==> config.mk <==
export PLATFORM = sky130hd
export DESIGN_NAME = dual_counter_timer
export DESIGN_NICKNAME = d
export VERILOG_FILES = /design/src/hdl/timer_pkg.sv /design/src/hdl/dual_counter_timer.sv
export SDC_FILE = /design/constraint.sdc
export NUM_CORES = 1
export LEC_CHECK = 0
export ABC_CLOCK_PERIOD_IN_PS = 2300
export BUFFER_PORTS_ARGS = -buffer_cell sky130_fd_sc_hd__buf_2
export CORE_UTILIZATION = 52
export CTS_CLUSTER_SIZE = 10
export DETAILED_ROUTE_END_ITERATION = 8
export PLACE_DENSITY = 0.77
export SLEW_MARGIN = 20
export SYNTH_ARGS = -nofsm -noshare
export SYNTH_HDL_FRONTEND = slang
export SYNTH_SLANG_ARGS = --single-unit
==> constraint.sdc <==
create_clock -name ref_clk -period 2.3 [get_ports ref_clk]
set_clock_uncertainty 0.05 [all_clocks]
set_input_delay 0.115 -clock ref_clk [delete_from_list [all_inputs] [get_ports ref_clk]]
set_output_delay 0.115 -clock ref_clk [all_outputs]
set_load 0.02 [all_outputs]
==> src/hdl/timer_pkg.sv <==
package timer_pkg;

  // register indices; byte address is four times the index
  localparam logic [9:0]  TIMER_RUN_FLAG_REGISTER_IDX    = 10'h088;
  localparam logic [9:0]  TIMER_MODE_REGISTER_IDX    = 10'h089;
  localparam logic [9:0]  TL0_IDX     = 10'h08A;
  localparam logic [9:0]  TL1_IDX     = 10'h08B;
  localparam logic [9:0]  TH0_IDX     = 10'h08C;
  localparam logic [9:0]  TH1_IDX     = 10'h08D;
  localparam logic [9:0]  TIMER_CLOCK_CONTROL_IDX   = 10'h08E;
  localparam logic [9:0]  CFG_IDX     = 10'h090;
  localparam int          ADDR_W      = 12;

  // clock control fields
  localparam int          CK_SCA_LO   = 0;
  localparam int          CK_T0M      = 2;
  localparam int          CK_T1M      = 3;
  localparam int          CK_C_LOW    = 4;
  localparam int          CK_C_HIGH   = 5;
  localparam int          CK_D_LOW    = 6;
  localparam int          CK_D_HIGH   = 7;
  localparam logic [7:0]  TIMER_CLOCK_CONTROL_RESET = 8'h00;

  // run/flag register fields
  localparam int          TC_TR0      = 4;
  localparam int          TC_TF0      = 5;
  localparam int          TC_TR1      = 6;
  localparam int          TC_TF1      = 7;

  // mode register fields (second timer sits 4 bits up)
  localparam int          TM_MODE     = 0;
  localparam int          TM_CT       = 2;
  localparam int          TM_GATE     = 3;
  localparam int          TM_T1       = 4;

  // gate polarity / irq enable register fields
  localparam int          CF_POL0     = 0;
  localparam int          CF_POL1     = 1;
  localparam int          CF_IE0      = 2;
  localparam int          CF_IE1      = 3;

  // modes and prescaler selects
  localparam logic [1:0]  MODE_13     = 2'h0;
  localparam logic [1:0]  MODE_16     = 2'h1;
  localparam logic [1:0]  MODE_RELOAD = 2'h2;
  localparam logic [1:0]  MODE_SPLIT  = 2'h3;
  localparam logic [1:0]  SCA_DIV4    = 2'h1;
  localparam logic [1:0]  SCA_DIV48   = 2'h2;
  localparam logic [1:0]  SCA_EXT     = 2'h3;
  localparam logic [5:0]  DIV12_LAST  = 6'(12 - 1);
  localparam logic [5:0]  DIV4_LAST   = 6'(4 - 1);
  localparam logic [5:0]  DIV48_LAST  = 6'(48 - 1);
  localparam logic [2:0]  EXT8_LAST   = 3'(8 - 1);
  localparam logic [12:0] MAX13       = 13'h1FFF;

  // synchroniser lanes
  localparam int          SY_EV0      = 0;
  localparam int          SY_EV1      = 1;
  localparam int          SY_G0       = 2;
  localparam int          SY_G1       = 3;
  localparam int          SY_EXT      = 4;

  typedef struct packed {
    logic ext_clock_pin;
    logic second_gate_input;
    logic first_gate_input;
    logic second_event_pin;
    logic first_event_pin;
  } pins_type;

  typedef struct packed {
    logic timer_d_high_byte_clock_pick;
    logic timer_d_low_byte_clock_pick;
    logic timer_c_high_byte_clock_pick;
    logic timer_c_low_byte_clock_pick;
  } byte_pick_type;

  typedef struct packed {
    logic [7:0] timer_clock_control;
    logic [7:0] timer_mode_register;
    logic       tf1;
    logic       tr1;
    logic       tf0;
    logic       tr0;
    logic [7:0] tl0;
    logic [7:0] th0;
    logic [7:0] tl1;
    logic [7:0] th1;
    logic [3:0] cfg;
    logic [4:0] sync1;
    logic [4:0] sync2;
    logic [1:0] ev_prev;
    logic       ext_prev;
    logic [5:0] presc_cnt;
    logic [2:0] ext_cnt;
    logic [1:0] ovf_pulse;
    logic       ack;
    logic [7:0] rdata;
  } state_type;

endpackage : timer_pkg

==> src/hdl/dual_counter_timer.sv <==
`timescale 1ns/1ps
module dual_counter_timer (
  input  wire logic                         ref_clk,
  input  wire logic                         rst,
  input  wire logic                         psel,
  input  wire logic                         penable,
  input  wire logic                         pwrite,
  input  wire logic [timer_pkg::ADDR_W-1:0] paddr,
  input  wire logic [31:0]                  pwdata,
  output logic      [31:0]                  prdata,
  output logic                              pready,
  output logic                              pslverr,
  input  wire timer_pkg::pins_type          pins,
  input  wire logic                         first_isr_ack,
  input  wire logic                         second_isr_ack,
  output logic                              first_irq,
  output logic                              second_irq,
  output logic                              first_overflow_pulse,
  output logic                              second_overflow_pulse,
  output timer_pkg::byte_pick_type          byte_picks
);
  import timer_pkg::*;

  state_type   state_reg;
  state_type   state_next;
  logic [1:0]  fall;
  logic        presc_tick;
  logic        run0;
  logic        run1;
  logic        src0;
  logic        src_int;
  logic        split;
  logic        hit;
  logic        bus_wr;
  logic [9:0]  idx;
  logic [7:0]  rd_mux;
  logic [16:0] step0;
  logic [16:0] step1;
  logic [8:0]  lo_split;
  logic [8:0]  hi_split;
  logic        ov0;
  logic        ov1;
  logic        ovh;

  // one increment in the chosen mode; result is {overflow, high, low}
  function automatic logic [16:0] count_step(input logic [1:0] m, input logic [7:0] h, input logic [7:0] l);
    logic [12:0] c13;
    begin
      c13 = {h, l[4:0]} + 13'h0001;
      case (m)
        // upper low bits just ride along
        MODE_13:     count_step = {({h, l[4:0]} == MAX13), c13[12:5], l[7:5], c13[4:0]};
        MODE_16:     count_step = {({h, l} == 16'hFFFF), h + {7'h00, (l == 8'hFF)}, l + 8'h01};
        // high byte is the reload and stays put
        MODE_RELOAD: count_step = (l == 8'hFF) ? {1'b1, h, h} : {1'b0, h, l + 8'h01};
        default:     count_step = {1'b0, h, l};
      endcase
    end
  endfunction : count_step

  // bus decode; pready never waits beyond the one access cycle
  assign idx     = paddr[ADDR_W-1:2];
  assign pready  = psel & penable & state_reg.ack;
  assign bus_wr  = pready & pwrite;
  assign pslverr = pready & ~hit;
  assign prdata  = {24'h000000, state_reg.rdata};

  // requests leave only through their enable bits
  assign first_irq             = state_reg.tf0 & state_reg.cfg[CF_IE0];
  assign second_irq            = state_reg.tf1 & state_reg.cfg[CF_IE1];
  // overflow pulses independent of the flags
  assign first_overflow_pulse  = state_reg.ovf_pulse[0];
  assign second_overflow_pulse = state_reg.ovf_pulse[1];
  // byte clock picks handed straight to the reload timers
  assign byte_picks = state_reg.timer_clock_control[CK_D_HIGH:CK_C_LOW];

  // read mux; reserved bits read zero
  always_comb
  begin
    hit    = 1'b1;
    rd_mux = 8'h00;
    case (idx)
      TIMER_RUN_FLAG_REGISTER_IDX:  rd_mux = {state_reg.tf1, state_reg.tr1, state_reg.tf0, state_reg.tr0, 4'h0};
      TIMER_MODE_REGISTER_IDX:  rd_mux = state_reg.timer_mode_register;
      TL0_IDX:   rd_mux = state_reg.tl0;
      TL1_IDX:   rd_mux = state_reg.tl1;
      TH0_IDX:   rd_mux = state_reg.th0;
      TH1_IDX:   rd_mux = state_reg.th1;
      TIMER_CLOCK_CONTROL_IDX: rd_mux = state_reg.timer_clock_control;
      CFG_IDX:   rd_mux = {4'h0, state_reg.cfg};
      default:   hit = 1'b0;
    endcase
  end

  // all timer behaviour in one next-state process
  always_comb
  begin
    state_next = state_reg;
    // pins pass two flops before anything looks at them
    state_next.sync1   = pins;
    state_next.sync2   = state_reg.sync1;
    state_next.ev_prev = state_reg.sync2[SY_EV1:SY_EV0];
    state_next.ext_prev = state_reg.sync2[SY_EXT];
    // falling edge on a synchronised event pin
    fall = state_reg.ev_prev & ~state_reg.sync2[SY_EV1:SY_EV0];

    // prescaler, external source counted on its rising edges
    presc_tick = 1'b0;
    if (state_reg.timer_clock_control[CK_SCA_LO+1:CK_SCA_LO] == SCA_EXT)
    begin
      state_next.presc_cnt = 6'h00;
      if (state_reg.sync2[SY_EXT] & ~state_reg.ext_prev)
      begin
        presc_tick         = (state_reg.ext_cnt == EXT8_LAST);
        state_next.ext_cnt = state_reg.ext_cnt + 3'h1;
      end
    end
    else
    begin
      case (state_reg.timer_clock_control[CK_SCA_LO+1:CK_SCA_LO])
        SCA_DIV4:  presc_tick = (state_reg.presc_cnt >= DIV4_LAST);
        SCA_DIV48: presc_tick = (state_reg.presc_cnt >= DIV48_LAST);
        default:   presc_tick = (state_reg.presc_cnt >= DIV12_LAST);
      endcase
      state_next.presc_cnt = presc_tick ? 6'h00 : state_reg.presc_cnt + 6'h01;
      state_next.ext_cnt   = 3'h0;
    end

    // run bit and optional gate, polarity from the config register
    run0 = state_reg.tr0 & (~state_reg.timer_mode_register[TM_GATE] | (state_reg.sync2[SY_G0] == state_reg.cfg[CF_POL0]));
    // second timer uses its own gate, input and polarity
    run1 = state_reg.tr1 & (~state_reg.timer_mode_register[TM_T1+TM_GATE]
           | (state_reg.sync2[SY_G1] == state_reg.cfg[CF_POL1]));
    // first timer clock pick, ignored while counting events
    src0    = state_reg.timer_mode_register[TM_CT] ? fall[0] : (state_reg.timer_clock_control[CK_T0M] | presc_tick);
    // second timer clock pick drives its internal source
    src_int = state_reg.timer_clock_control[CK_T1M] | presc_tick;
    // mode 3 on the first timer means split
    split   = (state_reg.timer_mode_register[1:0] == MODE_SPLIT);

    // count only moves on an increment, never on a run-bit write
    step0    = count_step(state_reg.timer_mode_register[1:0], state_reg.th0, state_reg.tl0);
    step1    = count_step(state_reg.timer_mode_register[5:4], state_reg.th1, state_reg.tl1);
    lo_split = {1'b0, state_reg.tl0} + 9'h001;
    hi_split = {1'b0, state_reg.th0} + 9'h001;
    ov0 = 1'b0;
    ov1 = 1'b0;
    ovh = 1'b0;
    if (split)
    begin
      // low byte keeps the first timer's controls
      if (run0 & src0)
      begin
        state_next.tl0 = lo_split[7:0];
        ov0            = lo_split[8];
      end
      // high byte on internal clock, second run bit
      if (state_reg.tr1 & src_int)
      begin
        state_next.th0 = hi_split[7:0];
        ovh            = hi_split[8];
      end
    end
    else if (run0 & src0)
    begin
      {ov0, state_next.th0, state_next.tl0} = step0;
    end

    // during split no pins, no gate, no flag; mode 3 halts it
    if (state_reg.timer_mode_register[5:4] != MODE_SPLIT)
    begin
      if (split ? src_int
                : (run1 & (state_reg.timer_mode_register[TM_T1+TM_CT] ? fall[1] : src_int)))
      begin
        {ov1, state_next.th1, state_next.tl1} = step1;
      end
    end
    state_next.ovf_pulse = {ov1, ov0};

    // bus: capture read data at setup, act on the access edge
    if (psel & ~penable)
    begin
      state_next.ack   = 1'b1;
      state_next.rdata = rd_mux;
    end
    if (pready)
    begin
      state_next.ack = 1'b0;
    end
    if (bus_wr)
    begin
      // bytes written individually; a write beats a same-cycle count
      case (idx)
        TIMER_RUN_FLAG_REGISTER_IDX:
        begin
          state_next.tf1 = pwdata[TC_TF1];
          state_next.tr1 = pwdata[TC_TR1];
          state_next.tf0 = pwdata[TC_TF0];
          state_next.tr0 = pwdata[TC_TR0];
        end
        TIMER_MODE_REGISTER_IDX:  state_next.timer_mode_register  = pwdata[7:0];
        TL0_IDX:   state_next.tl0   = pwdata[7:0];
        TL1_IDX:   state_next.tl1   = pwdata[7:0];
        TH0_IDX:   state_next.th0   = pwdata[7:0];
        TH1_IDX:   state_next.th1   = pwdata[7:0];
        TIMER_CLOCK_CONTROL_IDX: state_next.timer_clock_control = pwdata[7:0];
        CFG_IDX:   state_next.cfg   = pwdata[3:0];
        default:   ;
      endcase
    end

    if (first_isr_ack)
    begin
      state_next.tf0 = 1'b0;
    end
    if (second_isr_ack)
    begin
      state_next.tf1 = 1'b0;
    end
    // overflow sets the flag, winning over any clear
    if (ov0)
    begin
      state_next.tf0 = 1'b1;
    end
    // split high byte owns the second flag
    if (split ? ovh : ov1)
    begin
      state_next.tf1 = 1'b1;
    end
  end

  // single state register
  always_ff @(posedge ref_clk or posedge rst)
  begin
    if (rst)
    begin
      state_reg       <= '0;
      state_reg.timer_clock_control <= TIMER_CLOCK_CONTROL_RESET;
    end
    else
    begin
      state_reg <= state_next;
    end
  end
endmodule : dual_counter_timer

==> out/metrics.cfg, run 1 <==
[cts]
path_clk_slew_ps=80
clock-sinks=89
clk_latency_ps=350
cts_buffer_depth=2
cts_buffers=9
cts_tree=built
root_buffer=clkbuf_16
htree_levels=3

[timing]
slew_headroom_pct=55.8
maxSlewViolCount=0
setup-violations-final=2
final-hold-violation-count=0
timing.final.crit_period_ps=2310
worstMarginPinSlew_ps=656
timing.final.crit_share_pct=101
fin_setup_tns_ps=-24.6
fmax_ghz=0.432
layout_setup_ws_ps=-13.2
rsz0062_at_grt=yes
finalHoldWorstSlack_ps=61.5

[worst_hold_path]
min_from=second_isr_ack
min_path_cells=3
whs_endpoint=state_reg[72]
hold_class=input port to flop

[finish]
synthToLayoutAreaGrowth_pct=21.2
drive_gt1_share_pct=27.9
layout.nets=867
layout_commonest_cell=dfrtp_1
fin_util_pct=65.3
mostFrequentLayoutCells=dfrtp_1 (89), nand2_1 (70), buf_4 (70)
n_antenna_cell=0
fill_cells=939
largest_reg_flops=67
final_area_um2=7520

[die]
die_area_um2=12400
num_rows=39
die_y_um=111
ios=98
fp.dieW_um=111
core-area_um2=11500
start_util_pct=53.8

[critical_path]
critPathArrivalTime_ps=2490
start_kind=flop
r2r_end=state_reg[53]
endpoint_kind=flop
worstPathMaxFanout=10
crit_required_ps=2470
rr_startpoint=state_reg[82]
critPathKind=flop to flop
rrSetupSlack_ps=-10
reg2regPathDepth=9

[placed_design]
io_buffers=47
hpwlAfterDp_um=13700
place_area_um2=6860
gp_congestion=0.987

[power_and_ir_drop]
ir_worst_vdd_mv=0.414
switching_power_mw=1.30
seqPwrFrac_pct=41.6
pwr-share-clk_pct=36.5
power_density_nw_per_um2=543
total_leakage_power_nw=3.25
p_int_mw=2.79
p_sw_share_pct=31.7
p_comb_share_pct=22.0

[logic_synthesis]
synth_area_leaders=dfrtp_1 (36%), mux2_2 (4.9%), nand2_1 (4.4%), buf_4 (4.4%), o21ai_0 (4.3%)
synth_cell_types=72
yosys_most_used_dff=dfrtp_1
synth_edf_count=0
synth_area_um2=6200
synth_area_per_cell_um2=8.72
synthXorXnorAreaFrac_pct=2.12
ys_ff_latch=89
synthMuxAreaShare_pct=9.91
synthArstFlopShare_pct=100
synthAdderAreaFrac_pct=2.82
synth.largest_area_cell=dfrtp_1
synth_top_area_share_pct=35.9
synth_compound_area_share_pct=20.6
ys_seq_area_share_pct=35.9
synth-simple-area-share_pct=20.0
synth_warnings=0
synth_top_family_by_area=compound AO/OA/AOI/OAI gates
synth_cells=711

[routing]
viasPerCell=6.37
firstDrtPassIters=8
drc=16
wire_per_inst_um=20.3
route.vias.total=6015
drtIter0Drc=871
antenna_left=0
wl_um=19200

[grt]
grt_pass1_wl_um=30700
grt_usage_pct=31.9
overflow=0
grt_max_degree=55
antenna_found_initial=0
grt_pass1_vias=5813

[run_status]
violations=design-rule violations, negative setup slack
status=complete, but fails checks

[flow_run]
maxCapViolCount=0

[power by group through the flow]
stage                     registers, mW  logic, mW  clock network (mW)
after floorplan                    1.71      0.519                   0
after global placement             1.72      0.729                   0
after detailed placement           1.72      0.747                   0
after CTS                          1.69      0.810                1.50
after global routing               1.71      0.972                1.57
final                              1.70      0.897                1.49
[synthesized netlist by cell type (all sizes together), types with 3 or more instances]
cell     instances
a211o            6
a211oi           4
a21o             3
a21oi           19
a221o            4
a221oi           7
a22oi            9
a31oi           24
and2            11
and3             8
and4             6
buf             48
clkbuf          34
dfrtp           89
ha              14
inv             18
mux2            27
mux2i           22
mux4             4
nand2           76
nand2b           8
nand3           27
nand4            6
nor2            55
nor2b            8
nor3            26
nor4             5
o211ai           8
o21a             5
o21ai           53
o22ai            7
o2bb2ai          5
o31ai            9
or3              5
xnor2            9
xor2             6
[worst max-delay path: stages (launching register included)]
cell     delay (ps)
dfrtp_1         430
buf_4           170
ha_2            190
and4b_2         260
o21a_1          200
a31oi_4         220
buf_6           180
nor3_1           50
a211o_1         260
o22a_1          160
[metrics by stage]
stage	setup slack (ps)	power, mW	instances
6_report	-13.2	4.08	945
5_1_grt	-113	4.25	945
4_1_cts	13.8	4.00	939
3_5_place_dp	-102	2.47	912
3_3_place_gp	-21.8	2.45	912
2_1_floorplan	-86.0	2.23	734
[cells by family (layout without fill, tap and decap cells)]
kind of cell,count (synthesis),count (layout)
AOI/OAI and AO/OA,190,190
xor gates and xnor gates,15,15
adders and majority gates,14,14
buffers and inverters,100,168
DFF,89,89
muxes,53,53
other,1,24
and+or+nand+nor,249,249
[per-layer routing]
metal	share of wire, %	global-route usage, %	up-vias
met2	45	51.0	369
li1	-	-	2725
met4	3.4	13.2	0
met5	0	0	-
met1	41	42.9	2865
met3	9.8	5.58	56
[worst max path at each step]
stage	startpoint	endpoint	slack, ps	depth (start not counted)
3_5_place_dp	state_reg[82]	state_reg[59]	-100	8
4_1_cts	state_reg[82]	state_reg[54]	10	9
2_1_floorplan	state_reg[61]	state_reg[55]	-90	12
3_3_place_gp	state_reg[82]	state_reg[55]	-20	7
6_report	state_reg[82]	state_reg[53]	-10	9
5_1_grt	state_reg[82]	state_reg[43]	-110	8
[area by class of cell]
class,instances,area (µm²),share of cell area (%)
sequential,89,2230,29.6
tap,143,179,2.38
clock buffer,10,239,3.18
inverter,18,73.8,0.982
clock inverter,6,56.3,0.749
timing repair buffer,134,958,12.7
multi-input combinational,545,3780,50.3
[what timing repair did]
item | CTS | global route
pin swaps | 2 | 16
endpoints found under the setup margin | 13 | 34
resized for setup | 13 | 42
endpoints found under the hold margin | 19 | 0
gates cloned | 0 | 0
buffers inserted | 2 | 6
hold buffers | 9 | 0
Note: power is estimated with default switching activity, not from simulation.
==> inputs of run 2 (changes only) <==
--- a/config.mk
+++ b/config.mk
@@ -5,12 +5,14 @@
 export SDC_FILE = /design/constraint.sdc
 export NUM_CORES = 1
 export LEC_CHECK = 0
+export ABC_AREA = 1
 export ABC_CLOCK_PERIOD_IN_PS = 2300
 export BUFFER_PORTS_ARGS = -buffer_cell sky130_fd_sc_hd__buf_2
-export CORE_UTILIZATION = 52
+export CORE_UTILIZATION = 53
 export CTS_CLUSTER_SIZE = 10
 export DETAILED_ROUTE_END_ITERATION = 8
-export PLACE_DENSITY = 0.77
+export GPL_ROUTABILITY_DRIVEN = 0
+export PLACE_DENSITY = 0.78
 export SLEW_MARGIN = 20
 export SYNTH_ARGS = -nofsm -noshare
 export SYNTH_HDL_FRONTEND = slang
==> out/metrics.cfg, run 2 <==
[critical_path]
critPathArrivalTime_ps=2410  ; -80 ps
endpoint_kind=flop
cpMaxStageDelayCell=dfrtp_1
critPathMaxStageDelay_ps=400  ; -30 ps
crit_family=simple AND/OR/NAND/NOR gates
worstPathMaxFanout=3  ; -7
start_kind=flop
path_cells=ha_4 > nand2_4 > nor2_4 > nand4_4 > inv_2 > ha_4 > ha_4 > nand2_1 > nor2_1 > nand2_1 > nand3_1 > nand2_1 > nor2_1 > nand3_1 > nand3_1 > nand2_1 > nor2_1 > nor2_1
critPathKind=flop to flop
cp_num_buf_inv=1  ; -1
crit_required_ps=2500  ; +30 ps

[flow_run]
maxCapViolCount=0  ; unchanged

[placed_design]
io_buffers=47  ; unchanged
hpwlAfterDp_um=14600  ; +6.5%
pre_cts_ws_ps=48.1  ; +151 ps
place_area_um2=7090  ; +3.4%

[die]
ios=98  ; unchanged
core-area_um2=12200  ; +6.0%
fp.dieW_um=115  ; +3.3%
num_rows=40  ; +2.6%
die_y_um=115  ; +3.3%
die_area_um2=13200  ; +6.6%
start_util_pct=55.2  ; +1.4 points

[routing]
antenna_left=0  ; unchanged
viasPerCell=5.78  ; -9.2%
drc=0  ; -16
wl_um=20100  ; +4.6%
wire_per_inst_um=16.7  ; -18%
route.vias.total=6933  ; +15%
firstDrtPassIters=7  ; -1
drtIter0Drc=793  ; -9.0%

[run_status]
status=finished, final reports clean

[cts]
cts_tree=built
htree_levels=3  ; unchanged
cts_buffers=9  ; unchanged
clock-sinks=89  ; unchanged
clk_latency_ps=360  ; about the same
path_clk_slew_ps=70  ; about the same
root_buffer=clkbuf_16
cts_buffer_depth=2  ; unchanged

[timing]
rsz0062_at_grt=yes
fmax_ghz=0.452  ; +4.5%
timing.final.crit_period_ps=2210  ; -100 ps
final-hold-violation-count=0  ; unchanged
finalHoldWorstSlack_ps=24.9  ; -36.5 ps
timing.final.crit_share_pct=96.2  ; -4.4 points
layout_setup_ws_ps=87.0  ; +100 ps
maxSlewViolCount=0  ; unchanged
slew_headroom_pct=62.5  ; +6.7 points
worstMarginPinSlew_ps=561  ; -95.4 ps
setup-violations-final=0  ; -2

[worst_hold_path]
hold_class=input port to flop

[power_and_ir_drop]
ir_worst_vdd_mv=0.550  ; +33%
power_density_nw_per_um2=531  ; -2.3%
p_int_mw=2.71  ; -2.9%
p_sw_share_pct=33.2  ; +1.5 points
pwr-share-clk_pct=36.4  ; about the same
p_comb_share_pct=21.9  ; about the same
switching_power_mw=1.35  ; +4.0%
total_leakage_power_nw=3.95  ; +21%
seqPwrFrac_pct=41.6  ; about the same

[finish]
layout.nets=1097  ; +27%
final_area_um2=7640  ; +1.6%
drive_gt1_share_pct=17.7  ; -10 points
layout_commonest_cell=nand2_1
largest_reg_flops=67  ; unchanged
mostFrequentLayoutCells=nand2_1 (205), inv_1 (106), nand3_1 (98)
synthToLayoutAreaGrowth_pct=13.3
n_antenna_cell=0  ; unchanged

[grt]
grt_pass1_vias=5970  ; +2.7%
grt_max_degree=65  ; +18%
grt_usage_pct=31.3  ; -0.60 points
overflow=0  ; unchanged
antenna_found_initial=0  ; unchanged
grt_pass1_wl_um=31300  ; +2.0%

[logic_synthesis]
synthArstFlopShare_pct=100  ; unchanged
yosys_most_used_dff=dfrtp_1
synth_top_area_share_pct=33.0  ; -2.9 points
ys_ff_latch=89  ; unchanged
synth_area_per_cell_um2=7.05  ; -19%
synth_area_leaders=dfrtp_1 (33%), nand2_1 (12%), nand3_1 (7.3%), inv_1 (6.0%), nor2_1 (5.0%)
synth_cells=957  ; +35%
ys_top_cells_by_count=nand2_1 (207), inv_1 (107), nand3_1 (99)
synth_warnings=0  ; unchanged
yosysMostFrequentCell=nand2_1
synth_cell_types=52  ; -28%
ys_seq_area_share_pct=33.0  ; -2.9 points
synth_area_um2=6750  ; +8.8%
synth.largest_area_cell=dfrtp_1
synth_edf_count=0  ; unchanged

## run 2: changes by cell type after synthesis, moves of 16 or more
cell	before	now
a21oi_1	19	42
a31oi_1	24	3
clkbuf_1	34	3
inv_1	18	107
inv_2	0	17
mux2_2	27	0
mux2i_1	22	1
nand2_1	73	207
nand3_1	26	99
nor2_1	53	89
nor3_1	26	10
o21ai_1	0	30
o22ai_1	7	24
## run 2: power by group through the flow
stage / clock, mW / combinational [mW] / sequential (mW)
after floorplan: 0 / 0.618 / 1.70
after detailed placement: 0 / 0.814 / 1.72
after global routing: 1.55 / 0.976 / 1.70
final: 1.48 / 0.890 / 1.69
after global placement: 0 / 0.802 / 1.71
after CTS: 1.49 / 0.837 / 1.69
## run 2: per-layer routing
metal | GRT usage [%] | share of wire, % | wire length [µm] | vias up
li1 | - | - | - | 3238
met1 | 44.7 | 43 | 8550 | 3190
met2 | 46.3 | 43 | 8630 | 452
met3 | 6.38 | 11 | 2210 | 53
met4 | 13.2 | 3.5 | 696 | 0
met5 | 0 | 0 | 0 | -
## run 2: repair_timing
action                                  4_1_cts  5_1_grt
resized for setup                             0       21
hold buffers                                 15        0
hold endpoints to repair                     41        0
setup buffers                                 0        3
endpoints found under the setup margin        0       18
## run 2: final timing paths
path | slack [ps] | from | end | cells after the start
max in group asynchronous | 1160 | rst | state_reg[67] | 4
setup / recovery | 90 | state_reg[61] | state_reg[59] | 18
min in group asynchronous | 310 | rst | state_next[21] | 3
setup reg to reg | 90 | state_reg[61] | state_reg[59] | 18
hold / removal | 20 | penable | prdata[0] | 4
hold reg to reg | 300 | state_next[24] | state_next[22] | 0
## run 2: kinds of logic after synthesis
kind of cell / count (synthesis) / synth area share [%]
xor gates and xnor gates: 13 / 1.69
AOI/OAI and AO/OA: 178 / 15.2
DFF: 89 / 33.0
other: 1 / 0.0556
muxes: 1 / 0.148
and+or+nand+nor: 477 / 33.7
buffers and inverters: 184 / 13.6
adders and majority gates: 14 / 2.60
## run 2: area by class of cell
cell class / count / area (µm²)
sequential: 89 / 2230
fill: 1116 / 4570
tap: 168 / 210
timing repair buffer: 94 / 651
multi-input combinational: 707 / 3790
clock buffer: 9 / 225
clock inverter: 7 / 61.3
inverter: 126 / 479
## run 2: through the flow
step                      cells  total power, mW  setup TNS (ps)  utilization (%)
final                      1200             4.05               0             62.6
after floorplan             980             2.32           -16.5                -
after global routing       1200             4.23            -335             62.6
after detailed placement   1166             2.53               0             58.1
after CTS                  1197             4.01               0             61.7
after global placement     1166             2.52               0             58.1
## run 2: worst min-delay path, stage by stage
cell,delay [ps]
buf_2,90
nor2_1,70
nand2_1,70
nand2_1,40
==> inputs of run 3 (changes only) <==
--- a/config.mk
+++ b/config.mk
@@ -12,7 +12,7 @@
 export CTS_CLUSTER_SIZE = 10
 export DETAILED_ROUTE_END_ITERATION = 8
 export GPL_ROUTABILITY_DRIVEN = 0
-export PLACE_DENSITY = 0.78
+export PLACE_DENSITY_LB_ADDON = 0.08
 export SLEW_MARGIN = 20
 export SYNTH_ARGS = -nofsm -noshare
 export SYNTH_HDL_FRONTEND = slang
==> out/metrics.cfg, run 3 (synthesis gave the netlist of run 2 again) <==
[run_status]
status=finished, final reports clean

[critical_path]
critPathKind=flop to flop
critPathArrivalTime_ps=2410  ; about the same
worstPathMaxFanout=4  ; +1
crit_required_ps=2490  ; about the same
start_kind=flop
endpoint_kind=flop

[cts]
path_clk_slew_ps=70  ; about the same
htree_levels=3  ; unchanged
cts_tree=built
clk_latency_ps=350  ; about the same
root_buffer=clkbuf_16
clock-sinks=89  ; unchanged
cts_buffer_depth=2  ; unchanged
cts_buffers=9  ; unchanged

[placed_design]
io_buffers=47  ; unchanged
place_area_um2=7100  ; +0.11%
hpwlAfterDp_um=15000  ; +2.6%

[power_and_ir_drop]
total_leakage_power_nw=3.93  ; -0.47%
fin_total_pwr_mw=4.07  ; +0.37%
ir_worst_vdd_mv=0.570  ; +3.6%
power_density_nw_per_um2=534  ; +0.65%

[die]
core-area_um2=12200  ; unchanged
start_util_pct=55.2  ; unchanged
die_y_um=115  ; unchanged
ios=98  ; unchanged
die_area_um2=13200  ; unchanged
fp.dieW_um=115  ; unchanged
num_rows=40  ; unchanged

[timing]
slew_headroom_pct=64.7  ; +2.2 points
fin_setup_tns_ps=0  ; unchanged
timing.final.crit_period_ps=2210  ; +0.903 ps
timing.final.crit_share_pct=96.3  ; about the same
finalHoldWorstSlack_ps=21.2  ; -3.69 ps
setup-violations-final=0  ; unchanged
final-hold-violation-count=0  ; unchanged
rsz0062_at_grt=yes
worstMarginPinSlew_ps=527  ; -33.6 ps
fmax_ghz=0.452  ; about the same
maxSlewViolCount=0  ; unchanged

[routing]
viasPerCell=5.52  ; -4.4%
wire_per_inst_um=16.7  ; about the same
firstDrtPassIters=5  ; -2
drtIter0Drc=816  ; +2.9%
wl_um=20100  ; about the same
route.vias.total=6627  ; -4.4%
drc=0  ; unchanged
antenna_left=0  ; unchanged

[finish]
final_area_um2=7620  ; -0.28%
synthToLayoutAreaGrowth_pct=12.9
layout_commonest_cell=nand2_1
largest_reg_flops=67  ; unchanged
mostFrequentLayoutCells=nand2_1 (206), inv_1 (105), nand3_1 (98)
drive_gt1_share_pct=17.9  ; +0.19 points
fill_cells=1164  ; +4.3%
layout.nets=1097  ; unchanged
fin_util_pct=62.4  ; -0.17 points
n_antenna_cell=0  ; unchanged

[grt]
grt_pass1_vias=5752  ; -3.7%
overflow=0  ; unchanged
grt_max_degree=90  ; +38%
grt_pass1_wl_um=31000  ; -1.2%
antenna_found_initial=0  ; unchanged
grt_usage_pct=31.7  ; +0.36 points

[worst_hold_path]
hold_class=input port to flop

[flow_run]
maxCapViolCount=0  ; unchanged

-- run 3: area by class of cell --
cell class	count	area [µm²]	area share [%]
Tap cell	168	210	2.76
Clock inverter	7	73.8	0.969
Timing Repair Buffer	94	653	8.57
Inverter	126	479	6.29
Sequential cell	89	2230	29.2
Multi-Input combinational cell	707	3750	49.2
Clock buffer	9	225	2.96
-- run 3: power breakdown --
part	switching, mW	internal (mW)
sequential	0.0562	1.63
combinational	0.565	0.306
clock	0.663	0.850
total	1.28	2.79
-- run 3: final timing paths --
kind / startpoint / endpoint / slack [ps] / cells past startpoint
worst max-delay path: state_reg[62] / state_reg[58] / 90 / 18
worst min-delay path: pwdata[4] / state_reg[57] / 20 / 3
worst max register to register: state_reg[62] / state_reg[58] / 90 / 18
worst min register to register: state_next[26] / state_reg[26] / 300 / 0
max in group asynchronous: rst / state_reg[44] / 1400 / 4
min in group asynchronous: rst / state_reg[78] / 370 / 4
-- run 3: timing repair --
item | CTS | global route
endpoints found under the setup margin | 0 | 16
hold endpoints to repair | 102 | 0
gates resized for setup | 0 | 20
buffers inserted | 0 | 4
hold buffers | 13 | 0
-- run 3: metrics by stage --
step	instances	worst slack [ps]
floorplan	980	-9.27
global placement	1167	128
detailed placement	1167	69.6
CTS	1196	59.5
global route	1200	-69.7
finish	1200	86.1
-- run 3: metal layers --
metal	track usage [%]	vias up	share of wire, %
met2	48.1	305	44
met1	44.6	3049	45
met3	8.33	32	9.0
met5	0	-	0
li1	-	3241	-
met4	9.09	0	2.3
-- run 3: worst max-delay path: stages (launching register included) --
cell and delay, ps:
dfrtp_1 360, ha_2 200, nand2_2 80, nor2_4 150, nand4_4 90, inv_2 90
ha_4 150, inv_1 70, nor2_4 130, buf_6 110, nand3_1 50, nand2_1 70
o21ai_1 70, nor2_1 90, nand3_1 80, nand3_1 80, nand2_1 50, nor2_1 80
nor2_1 40
